## src/verilog/afg_verb_map.vh

```
// Constants for the audio function group verb responder.
// Assumes a link front end that presents decoded node, verb and payload fields.
// Function
// [RULE_01] Root node reports exactly one subordinate node in the low byte.
// [RULE_02] Clock report sets the 96 MHz bit by default; other bits zero.
// [RULE_03] Clock report returns zero for the 192, 24, 12 and 6 MHz bits.
// [RULE_04] Group node decodes parameter, power, subsystem id and clock verbs.
// [RULE_05] Group child count reports first node 03h and total 07h.
// [RULE_06] Group type reports audio group kind 01h, unsolicited bit clear.
// [RULE_07] Group capability reports zero output latency, upper bits zero.
// [RULE_08] Power levels parameter sets extended low-power and clock-stop bits.
// [RULE_09] Power levels parameter sets D3 and D0, clears D2 and D1.
// [RULE_10] Link clock caps report codec clock locked to link clock.
// [RULE_11] Link clock caps set 96 and 48 MHz; others read zero.
// [RULE_12] Controller requests only D0 or D3; device accepts both.
// [RULE_13] Power read echoes last requested level; reset value is 11.
// [RULE_14] Power read reports actual level in bits 5:4; reset value 11.
// [RULE_15] Unsupported power encodings leave requested and actual level unchanged.
// [RULE_16] Reserved bits of every response always read zero.
`ifndef AFG_VERB_MAP_VH
`define AFG_VERB_MAP_VH
`define AFG_NODE_ROOT 8'h00
`define AFG_NODE_GROUP 8'h01
`define AFG_VERB_GET_PARAM 12'hF00
`define AFG_VERB_SET_PWR 12'h705
`define AFG_VERB_GET_PWR 12'hF05
`define AFG_VERB_SSID_WRITE0 12'h720
`define AFG_VERB_SSID_READ0 12'hF20
`define AFG_VERB_SET_CLK 12'h724
`define AFG_VERB_GET_CLK 12'hF24
`define AFG_VERB_GET_CLK_ROOT 12'hF37
`define AFG_PARAM_CHILD_COUNT 8'h04
`define AFG_PARAM_GROUP_TYPE 8'h05
`define AFG_PARAM_GROUP_CAP 8'h08
`define AFG_PARAM_POWER_LEVELS 8'h0F
`define AFG_PARAM_LINK_CLK_CAPS 8'h16
`define AFG_ROOT_CHILD_COUNT 32'h0001_0001
`define AFG_GROUP_CHILD_COUNT 32'h0003_0007
`define AFG_GROUP_TYPE 32'h0000_0001
`define AFG_GROUP_CAP 32'h0000_0000
`define AFG_POWER_LEVELS 32'hC000_0009
`define AFG_LINK_CLK_CAPS 32'h0000_0018
`define AFG_CLK_96_BIT 4
`define AFG_CLK_48_BIT 3
`define AFG_CLK_RESET 6'h10
`define AFG_CLK_LEGAL 6'h18
`define AFG_PWR_D0 2'h0
`define AFG_PWR_D3 2'h3
`define AFG_PWR_RESET 2'h3
`define AFG_PWR_CLOCK_STOP_OK 32'h0000_0200
`define AFG_SSID_RESET 32'h0000_0000
`define AFG_RESP_ZERO 32'h0000_0000
`endif

```

## src/verilog/afg_verb_responder.v

```verilog
// Verb responder for the root node and the audio function group node.
// Assumes verbs arrive as node, verb and payload fields sampled at link clock edges.
`timescale 1ns/1ps
`include "afg_verb_map.vh"
module afg_verb_responder (
  input wire clk,
  input wire reset,
  input wire linkClk,
  input wire verbValid,
  input wire [7:0] verbNode,
  input wire [11:0] verbCode,
  input wire [7:0] verbPayload,
  output reg respValid,
  output reg [31:0] respData,
  output reg [1:0] actualPowerLevel,
  output reg [5:0] clockSelect
);
  localparam ST_IDLE = 2'b01;
  localparam ST_ANSWER = 2'b10;

  wire linkRise;
  reg [1:0] validSync_reg;
  reg [7:0] nodeHold_reg;
  reg [11:0] codeHold_reg;
  reg [7:0] payloadHold_reg;
  reg [1:0] state_reg;
  reg [1:0] state_next;
  reg [1:0] requestedPowerLevel_reg;
  reg [31:0] subsystemId_reg;
  reg [31:0] respData_next;

  afg_edge_sync linkEdge (
    .clk(clk),
    .reset(reset),
    .pinIn(linkClk),
    .pinLevel(),
    .risePulse(linkRise)
  );

  // Fields are captured once per rising link edge; the strobe gets a two-flop delay
  always @(posedge clk) begin
    if (reset) begin
      validSync_reg <= 2'b00;
      nodeHold_reg <= 8'h00;
      codeHold_reg <= 12'h000;
      payloadHold_reg <= 8'h00;
    end else begin
      validSync_reg <= {validSync_reg[0], verbValid};
      if (linkRise) begin
        nodeHold_reg <= verbNode;
        codeHold_reg <= verbCode;
        payloadHold_reg <= verbPayload;
      end
    end
  end

  function isPowerLegal;
    input [1:0] level;
    begin
      isPowerLegal = (level == `AFG_PWR_D0) || (level == `AFG_PWR_D3);
    end
  endfunction

  function [31:0] paramLookup;
    input rootNode;
    input [7:0] paramId;
    begin
      paramLookup = `AFG_RESP_ZERO; // RULE_16
      case (paramId)
        `AFG_PARAM_CHILD_COUNT:
          paramLookup = rootNode ? `AFG_ROOT_CHILD_COUNT : `AFG_GROUP_CHILD_COUNT; // RULE_01
        `AFG_PARAM_GROUP_TYPE: if (!rootNode) paramLookup = `AFG_GROUP_TYPE; // RULE_06
        `AFG_PARAM_GROUP_CAP: if (!rootNode) paramLookup = `AFG_GROUP_CAP; // RULE_07
        `AFG_PARAM_POWER_LEVELS: if (!rootNode) paramLookup = `AFG_POWER_LEVELS; // RULE_08
        `AFG_PARAM_LINK_CLK_CAPS: if (!rootNode) paramLookup = `AFG_LINK_CLK_CAPS; // RULE_10
        default: paramLookup = `AFG_RESP_ZERO;
      endcase
    end
  endfunction

  wire verbTaken = validSync_reg[1] && (state_reg == ST_IDLE);
  wire isRoot = nodeHold_reg == `AFG_NODE_ROOT;
  wire isGroup = nodeHold_reg == `AFG_NODE_GROUP;
  // The four byte verbs of each kind differ only in their two low bits
  wire isSsidSet = isGroup && ({codeHold_reg[11:2], 2'b00} == `AFG_VERB_SSID_WRITE0); // RULE_04
  wire isSsidGet = isGroup && ({codeHold_reg[11:2], 2'b00} == `AFG_VERB_SSID_READ0); // RULE_04

  always @* begin
    case (state_reg)
      ST_IDLE: state_next = verbTaken ? ST_ANSWER : ST_IDLE;
      ST_ANSWER: state_next = validSync_reg[1] ? ST_ANSWER : ST_IDLE;
      default: state_next = ST_IDLE;
    endcase
  end

  // Response word, reserved bits forced to zero
  always @* begin
    respData_next = `AFG_RESP_ZERO; // RULE_16
    if (isRoot && codeHold_reg == `AFG_VERB_GET_PARAM) begin
      respData_next = paramLookup(1'b1, payloadHold_reg); // RULE_01
    end else if (isRoot && codeHold_reg == `AFG_VERB_GET_CLK_ROOT) begin
      respData_next = {26'h000_0000, clockSelect}; // RULE_02 RULE_03
    end else if (isGroup) begin
      case (codeHold_reg) // RULE_04
        `AFG_VERB_GET_PARAM: respData_next = paramLookup(1'b0, payloadHold_reg); // RULE_05 RULE_09 RULE_11
        `AFG_VERB_GET_PWR:
          respData_next = `AFG_PWR_CLOCK_STOP_OK |
            {26'h000_0000, actualPowerLevel, 2'b00, requestedPowerLevel_reg}; // RULE_13 RULE_14
        `AFG_VERB_GET_CLK: respData_next = {26'h000_0000, clockSelect}; // RULE_02 RULE_03
        default: begin
          if (isSsidGet) begin
            respData_next = subsystemId_reg;
          end
        end
      endcase
    end
  end

  always @(posedge clk) begin
    if (reset) begin
      state_reg <= ST_IDLE;
      respValid <= 1'b0;
      respData <= `AFG_RESP_ZERO;
      requestedPowerLevel_reg <= `AFG_PWR_RESET; // RULE_13
      actualPowerLevel <= `AFG_PWR_RESET; // RULE_14
      clockSelect <= `AFG_CLK_RESET; // RULE_02
      subsystemId_reg <= `AFG_SSID_RESET;
    end else begin
      state_reg <= state_next;
      respValid <= verbTaken;
      if (verbTaken) begin
        respData <= respData_next;
        if (isGroup && codeHold_reg == `AFG_VERB_SET_PWR) begin
          // Actual level follows at once: no slow power sequencing here
          if (isPowerLegal(payloadHold_reg[1:0])) begin // RULE_12 RULE_15
            requestedPowerLevel_reg <= payloadHold_reg[1:0];
            actualPowerLevel <= payloadHold_reg[1:0];
          end
        end
        if (isGroup && codeHold_reg == `AFG_VERB_SET_CLK) begin
          // Only the 96 and 48 MHz flags may ever be reported; one-hot required
          if ((payloadHold_reg[5:0] & ~`AFG_CLK_LEGAL) == 6'h00 &&
              (payloadHold_reg[`AFG_CLK_96_BIT] ^ payloadHold_reg[`AFG_CLK_48_BIT])) begin // RULE_03
            clockSelect <= payloadHold_reg[5:0];
          end
        end
        if (isSsidSet) begin
          case (codeHold_reg[1:0])
            2'd0: subsystemId_reg[7:0] <= payloadHold_reg;
            2'd1: subsystemId_reg[15:8] <= payloadHold_reg;
            2'd2: subsystemId_reg[23:16] <= payloadHold_reg;
            default: subsystemId_reg[31:24] <= payloadHold_reg;
          endcase
        end
      end
    end
  end
endmodule // afg_verb_responder

```

## src/verilog/afg_edge_sync.v

```verilog
// Two-stage synchroniser with rising-edge pulse for the link clock pin.
// Assumes the input is asynchronous to clk.
`timescale 1ns/1ps
module afg_edge_sync (
  input wire clk,
  input wire reset,
  input wire pinIn,
  output reg pinLevel,
  output wire risePulse
);
  reg stage1_reg;
  reg prev_reg;
  always @(posedge clk) begin
    if (reset) begin
      stage1_reg <= 1'b0;
      pinLevel <= 1'b0;
      prev_reg <= 1'b0;
    end else begin
      stage1_reg <= pinIn;
      pinLevel <= stage1_reg;
      prev_reg <= pinLevel;
    end
  end
  assign risePulse = pinLevel & ~prev_reg;
endmodule // afg_edge_sync

```

## config.mk

```make
export PLATFORM = sky130hd
export DESIGN_NAME = afg_verb_responder
export DESIGN_NICKNAME = d
export VERILOG_FILES = /design/src/verilog/afg_verb_responder.v /design/src/verilog/afg_edge_sync.v
export VERILOG_INCLUDE_DIRS = /design/src /design/src/verilog
export SDC_FILE = /design/constraint.sdc
export NUM_CORES = 1
export LEC_CHECK = 0
export BUFFER_PORTS_ARGS = -buffer_cell sky130_fd_sc_hd__buf_2
export CAP_MARGIN = 30
export CORE_ASPECT_RATIO = 1.2
export CORE_MARGIN = 2
export CORE_UTILIZATION = 40
export DETAILED_ROUTE_END_ITERATION = 7
export GPL_ROUTABILITY_DRIVEN = 0
export HOLD_SLACK_MARGIN = 0.15
export REMOVE_ABC_BUFFERS = 1
export SLEW_MARGIN = 20
export SYNTH_ARGS = -nofsm -noshare
export SYNTH_HDL_FRONTEND = slang
export SYNTH_SLANG_ARGS = --single-unit
export TNS_END_PERCENT = 100
```

## constraint.sdc

```tcl
create_clock -name clk -period 6.5 [get_ports clk]
set_input_delay 1.3 -clock clk [delete_from_list [all_inputs] [get_ports clk]]
set_output_delay 1.3 -clock clk [all_outputs]
set_load 0.005 [all_outputs]
```

# Word level (Yosys, flattened, before mapping)
# Cells that the tools add are included.
[totals]
out_inout_bits = 41
in_bits = 32
wordCells = 68
reg_bits = 108
[classes]
mux = 10
reduce_logical = 20
bitwise = 4
eq_ne = 18
[ops]
columns = ["operator", "n"]
rows = [
  ["$mux 32", 4],
  ["$pmux 32 s4", 1],
  ["$pmux 32 s3", 1],
  ["$eq 12x12->1 const B", 4],
  ["$eq 12x11->1 const B", 2],
  ["$reduce_and 3->1", 6],
  ["$mux 17", 1],
  ["$eq 8x3->1 const B", 2],
  ["$eq 10x10->1 const B", 1],
  ["$eq 10x9->1 const B", 1],
  ["$eq 8x1->1 const B", 1],
  ["$eq 8x4->1 const B", 1],
  ["$eq 8x5->1 const B", 1],
  ["$logic_and 1x1->1", 8],
  ["$logic_not 8->1", 1],
  ["$eq 2x2->1 const B", 3],
  ["$logic_not 6->1", 1],
  ["$eq 2x1->1 const B", 2],
  ["$logic_not 2->1", 2],
  ["$mux 2", 2],
  ["$pmux 2 s2", 1],
  ["$reduce_or 3->1", 1],
  ["$not 1->1", 2],
  ["$and 1x1->1", 1],
  ["2 further kinds", 2],
]

# Depth between registers and ports, before layout
# Gate-level depths: netlist (run 1).
[logic_depth]
word_depth = 7
mapped_depth = 7
depth_no_buf = 7

# Modules after synthesis
# From an unflattened synthesis (run 1), not the netlist that was laid out.
[hier_totals]
hier_cells = 500
area_unflattened_um2 = 4615.7
[modules_own_cells]
columns = ["mod", "seq_area_each_um2", "area_each_um2", "n_inst", "cells_per_inst"]
rows = [
  ["afg_verb_responder", 2102.0, 4528.1, 1, 493],
  ["afg_edge_sync", 60.1, 87.6, 1, 7],
]

# Least setup slack after synthesis (run 1)
# OpenSTA, ideal clock, no wires.
[synth_timing]
path_kind = "input-to-reg"
start = "input port reset"
end = "register respData[13]"
setup_slack_ns = 4.311
path_buffers = 2
setup_ns = 0.135
cell_stages = 3
arrival_ns = 2.054
required_time_ns = 6.365
cell_sequence = "clkbuf_1 > clkbuf_1 > nor2_2"
[synth_lines]
columns = ["item", "line", "rtl"]
rows = [
  ["from (decl)", "afg_verb_responder.v:7", "input wire reset,"],
  ["to (signal assigned)", "afg_verb_responder.v:123", "respData <= `AFG_RESP_ZERO;"],
  ["to (signal assigned)", "afg_verb_responder.v:132", "respData <= respData_next;"],
  ["to (decl)", "afg_verb_responder.v:14", "output reg [31:0] respData,"],
]
# No word-level cell between the ends.

# Worst setup path after layout (run 1)
[layout_timing]
start = "register nodeHold_reg[3]"
end = "register respData[18]"
[layout_between]
elab_chain_cells = 7
elab_cells_between_ends = 10
cone_classes = "eq/ne (1); mux (5); reduce/logical (4)"
[layout_lines]
columns = ["item", "line", "rtl"]
rows = [
  ["from (decl)", "afg_verb_responder.v:23", "reg [7:0] nodeHold_reg;"],
  ["from (signal assigned)", "afg_verb_responder.v:50", "nodeHold_reg <= verbNode;"],
  ["$eq 8x1->1 (no line)", "--", ""],
  ["$logic_and 1x1->1", "afg_verb_responder.v:86", "wire isSsidGet = isGroup && ({codeHold_reg[11:2], 2'b00} == `AFG_VERB_SSID_READ0);"],
  ["$mux 32", "afg_verb_responder.v:111", "if (isSsidGet) begin"],
  ["$pmux 32 s3", "afg_verb_responder.v:104", "case (codeHold_reg)"],
  ["$mux 32", "afg_verb_responder.v:103", "end else if (isGroup) begin"],
  ["$mux 32", "afg_verb_responder.v:101", "end else if (isRoot && codeHold_reg == `AFG_VERB_GET_CLK_ROOT) begin"],
  ["$mux 32 *", "afg_verb_responder.v:99", "if (isRoot && codeHold_reg == `AFG_VERB_GET_PARAM) begin"],
]
# Mark *: on every way between the ends. The rest lies on a longest branch, timed or not.
# A chain may end at the register's enable or synchronous reset.

==> run metrics, run 1 <==
later-pin clock latency in the skew report=0.35 ns; CP endpoint kind=flop; RSZ-0062 raised after global routing=no; initial DRC count=298; Slew Limit Fails=0; sequential share of power=0.524; Seq/Total Area, Yosys=0.470; Port Buf Inserts=72; placeable core area=11100 um2; Nets=585; die area=12400 um2; die width=102 um; # resized after CTS=0; CTS buffer count=9; # clock sinks=108; Worst-Margin Slew=0.926 ns; Die H=122 um; CTS tree=yes; pwr dens=243 nW/um2; period utilization=0.409; Syn Inst Count=490; Setup CP Type=reg -> reg; outcome=finished, final reports clean; R2R Path Start=nodeHold_reg[3]; max-cap viol count=0; CP bufs+invs=1; layout cells sized above 1=0.272; Tot Pwr=1.30 mW; leakage=2.32 nW; commonest cells after routing, fill and taps aside=108 x dfxtp_1, 71 x buf_2, 68 x nand2_1; Sw Pwr=0.285 mW; EDFF count, synth=0; Arr. time, crit path=2.95 ns; combinational share of power=0.052; first-pass GRT wire length=17500 um; final hold violations=0; Sw Share=0.219; post-synth top area share=0.470; hold depth=1; DP HPWL=7500 um; post-layout util=0.480; worst path cell trace=or4_4 -> or4b_4 -> nor3_4 -> buf_4 -> a22oi_2 -> nor2_2; Post-DRT Antenna Nets=0; Site Rows=42; Clock Skew=0.00803 ns; # DRC=0; Synth warnings=0; via count=3585; initial antenna violation count=0; ys async rst share=0; Max rail drop VDD=0.114 mV; largest area contributor in the netlist=dfxtp_1; pin count of the biggest net entering global routing=71; R2R Path End=respData[18]; DR WL/cell=15.3 um; hold endpoint=validSync_reg[1]; IO Count=73; Post-CTS Setup Bufs=0; CTS max path bufs=2; Worst Path Max Fanout=11; crit start category=flop; Total GRT Usage=0.183; Cell variety after synth=57; crit path time final=2.66 ns; DR vias/cell=5.08; starting density of the core=0.413; top_reg_cell synth=dfxtp_1; Reg clk slew, reported paths=0.07 ns; Worst path top cell family by delay=simple AND/OR/NAND/NOR gates; commonest non-fill, non-tap cell in the layout=dfxtp_1; maximum clock frequency=0.376 GHz; Hold Crit Class=reg -> reg; # diodes=0; hold bufs inserted after CTS=0; Slew HR=0.378; Synth Register Bits=108; HP Start=validSync_reg[0]; root buf cell=clkbuf_16; Layout Area Growth over Synthesis=16.2%; # setup viols final=0; H-tree levels=3; final wirelength=10800 um; ranking of synthesized cells by area=dfxtp_1 47%, mux2i_1 7.6%, nand2_1 5.5%; setup TNS=0 ns; DRT Pass-1 Iters=4; WP data required=6.78 ns; slowest stage delay, CP=0.62 ns; Reg2Reg Setup Slack=3.84 ns; Mean Syn Cell Area=9.40 um2; Remaining Overflow, GRT=0; Clock power frac=0.424; critical path's slowest cell=or4b_4; Internal Dissipation=1.02 mW; worst r2r path cells=6; mapped cell area=4600 um2; vias in the first global route=3464
## layout make-up
type                       instances  area [um2]
clock buffer                      13         260
timing repair buffer              78         423
fill                            1091        5790
multi-input combinational        344        2250
tap                              154         193
inverter                           6        22.5
clock inverter                     3        43.8
sequential                       108        2160
## metal layers
metal	part of all wire	track usage	routed length (um)	vias up
met3	0.057	0.0327	611	15
li1	-	-	-	1823
met1	0.45	0.244	4880	1645
met2	0.47	0.293	5100	102
met4	0.018	0.0742	195	0
met5	0	0	0	-
## per-stage QoR
step	hold WS [ns]	cells	cell area, um2	worst slack, ns
global route	0.466	706	5350	3.53
CTS	0.445	706	5350	3.81
global placement	0.419	688	5020	3.78
finish	0.443	706	5350	3.84
floorplan	0.414	458	4430	3.99
detailed placement	0.429	690	5050	3.75
## worst max path at each step
stage                                from      endpoint  slack (ns)  cells after the start
after global routing      codeHold_reg[4]  respData[18]        3.53                      6
after CTS                 nodeHold_reg[3]  respData[18]        3.81                      6
final                     nodeHold_reg[3]  respData[18]        3.84                      6
after detailed placement            reset  state_reg[1]        3.75                      5
after global placement              reset  state_reg[1]        3.78                      5
after floorplan           nodeHold_reg[3]   respData[6]        3.99                      5
## kinds of logic after synthesis
logic type	count (synthesis)	share of synthesized area
AND/OR/NAND/NOR	207	0.240
flip-flops	108	0.470
AO/OA/AOI/OAI	94	0.151
buffers and inverters	38	0.0429
multiplexers	35	0.0761
adder cells (fa/ha/maj)	6	0.0163
XOR/XNOR	2	0.00381
## power by group through the flow
stage | registers [mW] | clock network, mW | logic, mW
6_report | 0.682 | 0.551 | 0.0677
5_1_grt | 0.683 | 0.589 | 0.0762
4_1_cts | 0.682 | 0.567 | 0.0682
3_5_place_dp | 0.697 | 0 | 0.0679
3_3_place_gp | 0.696 | 0 | 0.0651
2_1_floorplan | 0.693 | 0 | 0.0338
## cells in the mapped netlist, drive strengths merged (3+ instances only)
master / count
a211o: 3
a21oi: 41
a22oi: 22
a32oi: 3
and2: 4
and3: 4
buf: 7
clkbuf: 25
dfxtp: 108
ha: 6
inv: 6
mux2i: 35
nand2: 68
nand2b: 4
nand3: 5
nand4: 12
nand4b: 3
nor2: 73
nor2b: 9
nor4: 4
nor4b: 4
o21ai: 11
## worst register-to-register path: stages (launching register included)
cell and delay (ns):
dfxtp_1 0.31, or4_4 0.56, or4b_4 0.62, nor3_4 0.59
buf_4 0.35, a22oi_2 0.08, nor2_2 0.09
No activity file was read; power rests on OpenSTA's default activity.
==> run 2: changes to the inputs <==
--- a/config.mk
+++ b/config.mk
@@ -6,6 +6,7 @@
 export SDC_FILE = /design/constraint.sdc
 export NUM_CORES = 1
 export LEC_CHECK = 0
+export ABC_AREA = 1
 export BUFFER_PORTS_ARGS = -buffer_cell sky130_fd_sc_hd__buf_2
 export CAP_MARGIN = 30
 export CORE_ASPECT_RATIO = 1.2
==> constraint.sdc (replaced) <==
create_clock -name clk -period 2.25 [get_ports clk]
set_input_delay 0.45 -clock clk [delete_from_list [all_inputs] [get_ports clk]]
set_output_delay 0.45 -clock clk [all_outputs]
set_load 0.005 [all_outputs]
==> run 2 against run 1 <==
Effect of this change:
- via count increased by 17%
- clock skew is essentially flat
- power grew to 3.0 times the previous value
- largest power group unchanged
- area after synthesis decreased by 2.1%
- utilization increased by 0.39 points
- maximum frequency increased by 42%
- routed wire length increased by 1.3%
- die area is 2.1% lower
- sequential cell count unchanged
==> run metrics, run 2 <==
Post-DRT Antenna Nets=0; RSZ-0062 raised after global routing=no; Layout Area Growth over Synthesis=18.1%; outcome=finished, final reports clean; starting density of the core=0.410; Worst-Margin Slew=0.522 ns; Synth Register Bits=108; met3 WL=456 um; maximum clock frequency=0.535 GHz; Site Rows=42; layout cells sized above 1=0.176; DR top layer=met4; CTS tree=yes; Multi-input gate area=2040 um2; Port Buf Inserts=72; # clock sinks=108; Clock Skew=0.00786 ns; final hold violations=0; Syn Inst Count=615; combinational share of power=0.061; Hold Crit Class=in -> reg; commonest cells after routing, fill and taps aside=119 x nand2_1, 108 x dfxtp_1, 90 x a21oi_1; Sw Pwr=0.861 mW; pin count of the biggest net entering global routing=47; EDFF count, synth=0; DP HPWL=8040 um; vias in the first global route=4049; IO Count=73; ys async rst share=0; via count=4194; # diodes=0; hold bufs inserted after CTS=0; top_reg_cell synth=dfxtp_1; placeable core area=11000 um2; final wirelength=10900 um; Slew HR=0.649; filler instances=1132; pre-CTS WS=0.389 ns; Internal Dissipation=2.99 mW; initial DRC count=225; # resized after CTS=0; die width=101 um; Mean Syn Cell Area=7.33 um2; # DRC=0; Setup CP Type=reg -> reg; sequential share of power=0.511; Worst Path Max Fanout=15; DR WL/cell=13.3 um; Met1 Routed Length=4850 um; setup TNS=0 ns; largest area contributor in the netlist=dfxtp_1; Cell variety after synth=23; pwr dens=724 nW/um2; Slew Limit Fails=0; WP data required=2.49 ns; Seq/Total Area, Yosys=0.480; Nets=722; Sw Share=0.224; Total GRT Usage=0.192; CP endpoint kind=flop; Synth warnings=0; root buf cell=clkbuf_16; Max rail drop VDD=0.365 mV; Die H=120 um; DRT Pass-1 Iters=7; initial antenna violation count=0; worst setup margin=0.379 ns; crit path time final=1.87 ns; leakage=2.26 nW; max-cap viol count=0; period utilization=0.831; mapped cell area=4510 um2; Post-CTS Setup Bufs=0; Remaining Overflow, GRT=0; DR vias/cell=5.11; Reg clk slew, reported paths=0.07 ns; die area=12100 um2; commonest non-fill, non-tap cell in the layout=nand2_1; Register Area=2160 um2; crit start category=flop; CTS buffer count=9; Met2 Wirelength=5270 um; later-pin clock latency in the skew report=0.35 ns; Arr. time, crit path=2.11 ns; cell with the most instances after synthesis=nand2_1; first-pass GRT wire length=18600 um; # setup viols final=0; most instantiated cells after synthesis=119 x nand2_1, 108 x dfxtp_1, 90 x a21oi_1, 82 x nor2_1, 73 x o21ai_0; post-synth top area share=0.480; ranking of synthesized cells by area=dfxtp_1 48%, a21oi_1 10%, nand2_1 9.9%; CTS max path bufs=2; Clock power frac=0.428; H-tree levels=3
-- run 2: cell types whose count changed in the layout (fill, tap and decap cells not counted), moves of 8 or more --
| cell | previous run | this run |
|---|---|---|
| nor2_1 | 52 | 82 |
| a22oi_2 | 20 | 0 |
| o21ai_0 | 8 | 73 |
| nor2b_1 | 8 | 0 |
| inv_2 | 0 | 8 |
| mux2i_1 | 35 | 0 |
| nand3_1 | 5 | 24 |
| inv_1 | 6 | 44 |
| nor2_2 | 20 | 3 |
| nand2_1 | 68 | 119 |
| a21oi_1 | 41 | 90 |
-- run 2: power by group through the flow --
| stage | clock (mW) | combinational (mW) | sequential, mW |
|---|---|---|---|
| CTS | 1.70 | 0.234 | 1.97 |
| finish | 1.65 | 0.233 | 1.97 |
| floorplan | 0 | 0.140 | 2.01 |
| global placement | 0 | 0.227 | 2.01 |
| global route | 1.77 | 0.268 | 1.97 |
| detailed placement | 0 | 0.232 | 2.01 |
-- run 2: critical path, cell delays in order, from the launching register on --
cell and delay (ns):
dfxtp_1 0.31, nor2_1 0.09, nand2_1 0.12, nor2_4 0.35, nand4_1 0.21, inv_2 0.20
nand2_1 0.19, o21ai_0 0.23, nor2_1 0.06
-- run 2: final cells by class --
cell class,instances,area share
clock buffers,10,0.0430
clock inverters,5,0.0160
inverters,53,0.0374
multi-input cells,430,0.384
flip-flops and latches,108,0.406
well taps,132,0.0311
repair buffers,82,0.0819
-- run 2: worst paths after layout --
path	start	to	slack [ns]	depth (start not counted)
setup / recovery	nodeHold_reg[5]	subsystemId_reg[11]	0.38	8
hold / removal	verbValid	validSync_reg[0]	0.31	3
setup reg to reg	nodeHold_reg[5]	subsystemId_reg[11]	0.38	8
hold reg to reg	linkEdge.stage1_reg	linkEdge.pinLevel	0.40	2
-- run 2: per-stage QoR --
step           utilization  power [mW]  instance area (um2)  hold WS [ns]  std cells
2_1_floorplan            -        2.15                 4400         0.388        591
3_3_place_gp         0.456        2.24                 5000         0.393        805
3_5_place_dp         0.456        2.25                 5000         0.394        805
4_1_cts              0.484        3.90                 5320         0.302        820
5_1_grt              0.484        4.01                 5320         0.312        820
6_report             0.484        3.85                 5320         0.308        820
-- run 2: cells by family (layout without fill, tap and decap cells) --
logic type | Yosys count | after routing | synth area share
AOI/OAI and AO/OA | 169 | 169 | 0.189
adders and majority gates | 6 | 6 | 0.0167
buffers and inverters | 77 | 150 | 0.0666
DFF | 108 | 108 | 0.480
and+or+nand+nor | 255 | 255 | 0.247
-- run 2: per-layer routing --
metal	up-vias	track usage
met5	-	0
met4	0	0.0848
met3	26	0.0399
met2	101	0.323
met1	1915	0.233
li1	2152	-
==> run 3: changes to the inputs <==
--- a/config.mk
+++ b/config.mk
@@ -6,7 +6,7 @@
 export SDC_FILE = /design/constraint.sdc
 export NUM_CORES = 1
 export LEC_CHECK = 0
-export ABC_AREA = 1
+export ABC_AREA = 0
 export BUFFER_PORTS_ARGS = -buffer_cell sky130_fd_sc_hd__buf_2
 export CAP_MARGIN = 30
 export CORE_ASPECT_RATIO = 1.2
==> constraint.sdc (replaced) <==
create_clock -name clk -period 1.94 [get_ports clk]
set_input_delay 0.388 -clock clk [delete_from_list [all_inputs] [get_ports clk]]
set_output_delay 0.388 -clock clk [all_outputs]
set_load 0.005 [all_outputs]
==> run 3 against run 2 <==
Effect of this change:
- sequential power up 15%
- the run now ends with negative setup slack left
- register-to-register slack worse by 0.60 ns
- global-route usage up 0.52 points
- final cell count down 8.8%
- routed wire length up 5.9%
- worst setup slack worse by 0.60 ns
- combinational power up 26%
- power up 19%
- critical endpoint is now clockSelect[4]
- design area up 11%
==> run metrics, run 3 (synthesized netlist as in run 1, its figures left out) <==
initial DRC count=230; met1 Use GR=0.252; Setup CP Type=reg -> reg; Multi-input gate area=2350 um2; design area=5930 um2; Remaining Overflow, GRT=0; met3 Usage GRT=0.0396; layout cells sized above 1=0.345; Slew Limit Fails=0; DP HPWL=7980 um; Register Area=2160 um2; max-cap viol count=0; Tot Pwr=4.59 mW; # diodes=0; die width=102 um; outcome=finished, violations left; CP endpoint kind=flop; failing checks=negative setup slack; RSZ-0062 raised after global routing=yes; period utilization=1.11; later-pin clock latency in the skew report=0.35 ns; met2 Use GR=0.333; Max rail drop VDD=0.396 mV; worst setup margin=-0.219 ns; final wirelength=11600 um; die area=12400 um2; starting density of the core=0.413; Finished Layout Cells=748; H-tree levels=3; pin count of the biggest net entering global routing=97; root buf cell=clkbuf_16; maximum clock frequency=0.463 GHz; worst r2r path cells=8; Post-DRT Antenna Nets=0; DRT Pass-1 Iters=4; Worst Path Max Fanout=7; Worst-Margin Slew=0.742 ns; CTS buffer count=9; crit path time final=2.16 ns; final hold violations=0; Layout Area Growth over Synthesis=28.7%; placed insts=724; Total GRT Usage=0.197; Clock Skew=0.0108 ns; initial antenna violation count=0; Reg clk slew, reported paths=0.07 ns; leakage=2.60 nW; Die H=122 um; Hold Crit Class=in -> reg; Arr. time, crit path=2.40 ns; placed inst area=5380 um2; # clock sinks=108; crit start category=flop; commonest cells after routing, fill and taps aside=107 x dfxtp_1, 71 x buf_2, 68 x nand2_1; placeable core area=11100 um2; commonest non-fill, non-tap cell in the layout=dfxtp_1; DR WL/cell=15.5 um; Site Rows=42; vias in the first global route=3714; busiest grt layer=met2; IO Count=73; hold depth=2; CTS max path bufs=2; CTS tree=yes; via count=3875; DR vias/cell=5.18; Slew HR=0.501; Port Buf Inserts=72; pwr dens=775 nW/um2; Nets=627; # DRC=0; WP data required=2.18 ns; first-pass GRT wire length=19000 um; # setup viols final=71; filler instances=1082
==> run 3: what timing repair did <==
action	CTS	global route
pin swaps	9	10
gates resized for setup	12	18
buffers inserted	5	3
hold buffers	0	0
cloned	2	0
endpoints found under the setup margin	68	72
==> run 3: metrics by stage <==
| stage | hold WS [ns] | utilization | worst slack (ns) | TNS (ns) |
|---|---|---|---|---|
| final | 0.248 | 0.532 | -0.219 | -9.83 |
| after global routing | 0.260 | 0.532 | -0.318 | -16.24 |
| after CTS | 0.242 | 0.526 | -0.210 | -9.90 |
| after detailed placement | 0.424 | 0.482 | -0.235 | -6.53 |
| after global placement | 0.420 | 0.482 | -0.192 | -4.84 |
| after floorplan | 0.414 | - | -0.566 | -14.01 |
==> run 3: path summary, 6_finish.rpt <==
path | start | to | slack (ns)
worst min-delay path | linkClk | linkEdge.stage1_reg | 0.25
worst min register to register | linkEdge.stage1_reg | linkEdge.pinLevel | 0.44
worst max register to register | nodeHold_reg[3] | clockSelect[4] | -0.22
worst max-delay path | nodeHold_reg[3] | clockSelect[4] | -0.22
==> run 3: critical path: stages, from the launching register on <==
cell and delay [ns]:
dfxtp_2 0.32, or4_4 0.53, buf_4 0.15, buf_6 0.11
nor4_4 0.16, buf_6 0.19, nand4b_1 0.12, buf_6 0.17
a211o_1 0.28
==> run 3: area by class of cell <==
type,instances,share of cell area
clock buffers,10,0.0403
clock inverters,6,0.0163
inverters,6,0.00380
multi-input cells,344,0.396
flip-flops and latches,108,0.365
well taps,154,0.0325
repair buffers,120,0.146
==> run 3: power by group <==
part	switching, mW	leakage, nW	total, mW	internal, mW
logic	0.177	1.56	0.293	0.116
clock network	0.852	0.161	2.03	1.18
registers	0.0222	0.874	2.27	2.25
==> run 3: per-layer routing <==
| metal | part of all wire | routed length (um) |
|---|---|---|
| met1 | 0.45 | 5200 |
| met3 | 0.038 | 444 |
| met2 | 0.50 | 5750 |
| met4 | 0.014 | 165 |
| met5 | 0 | 0 |
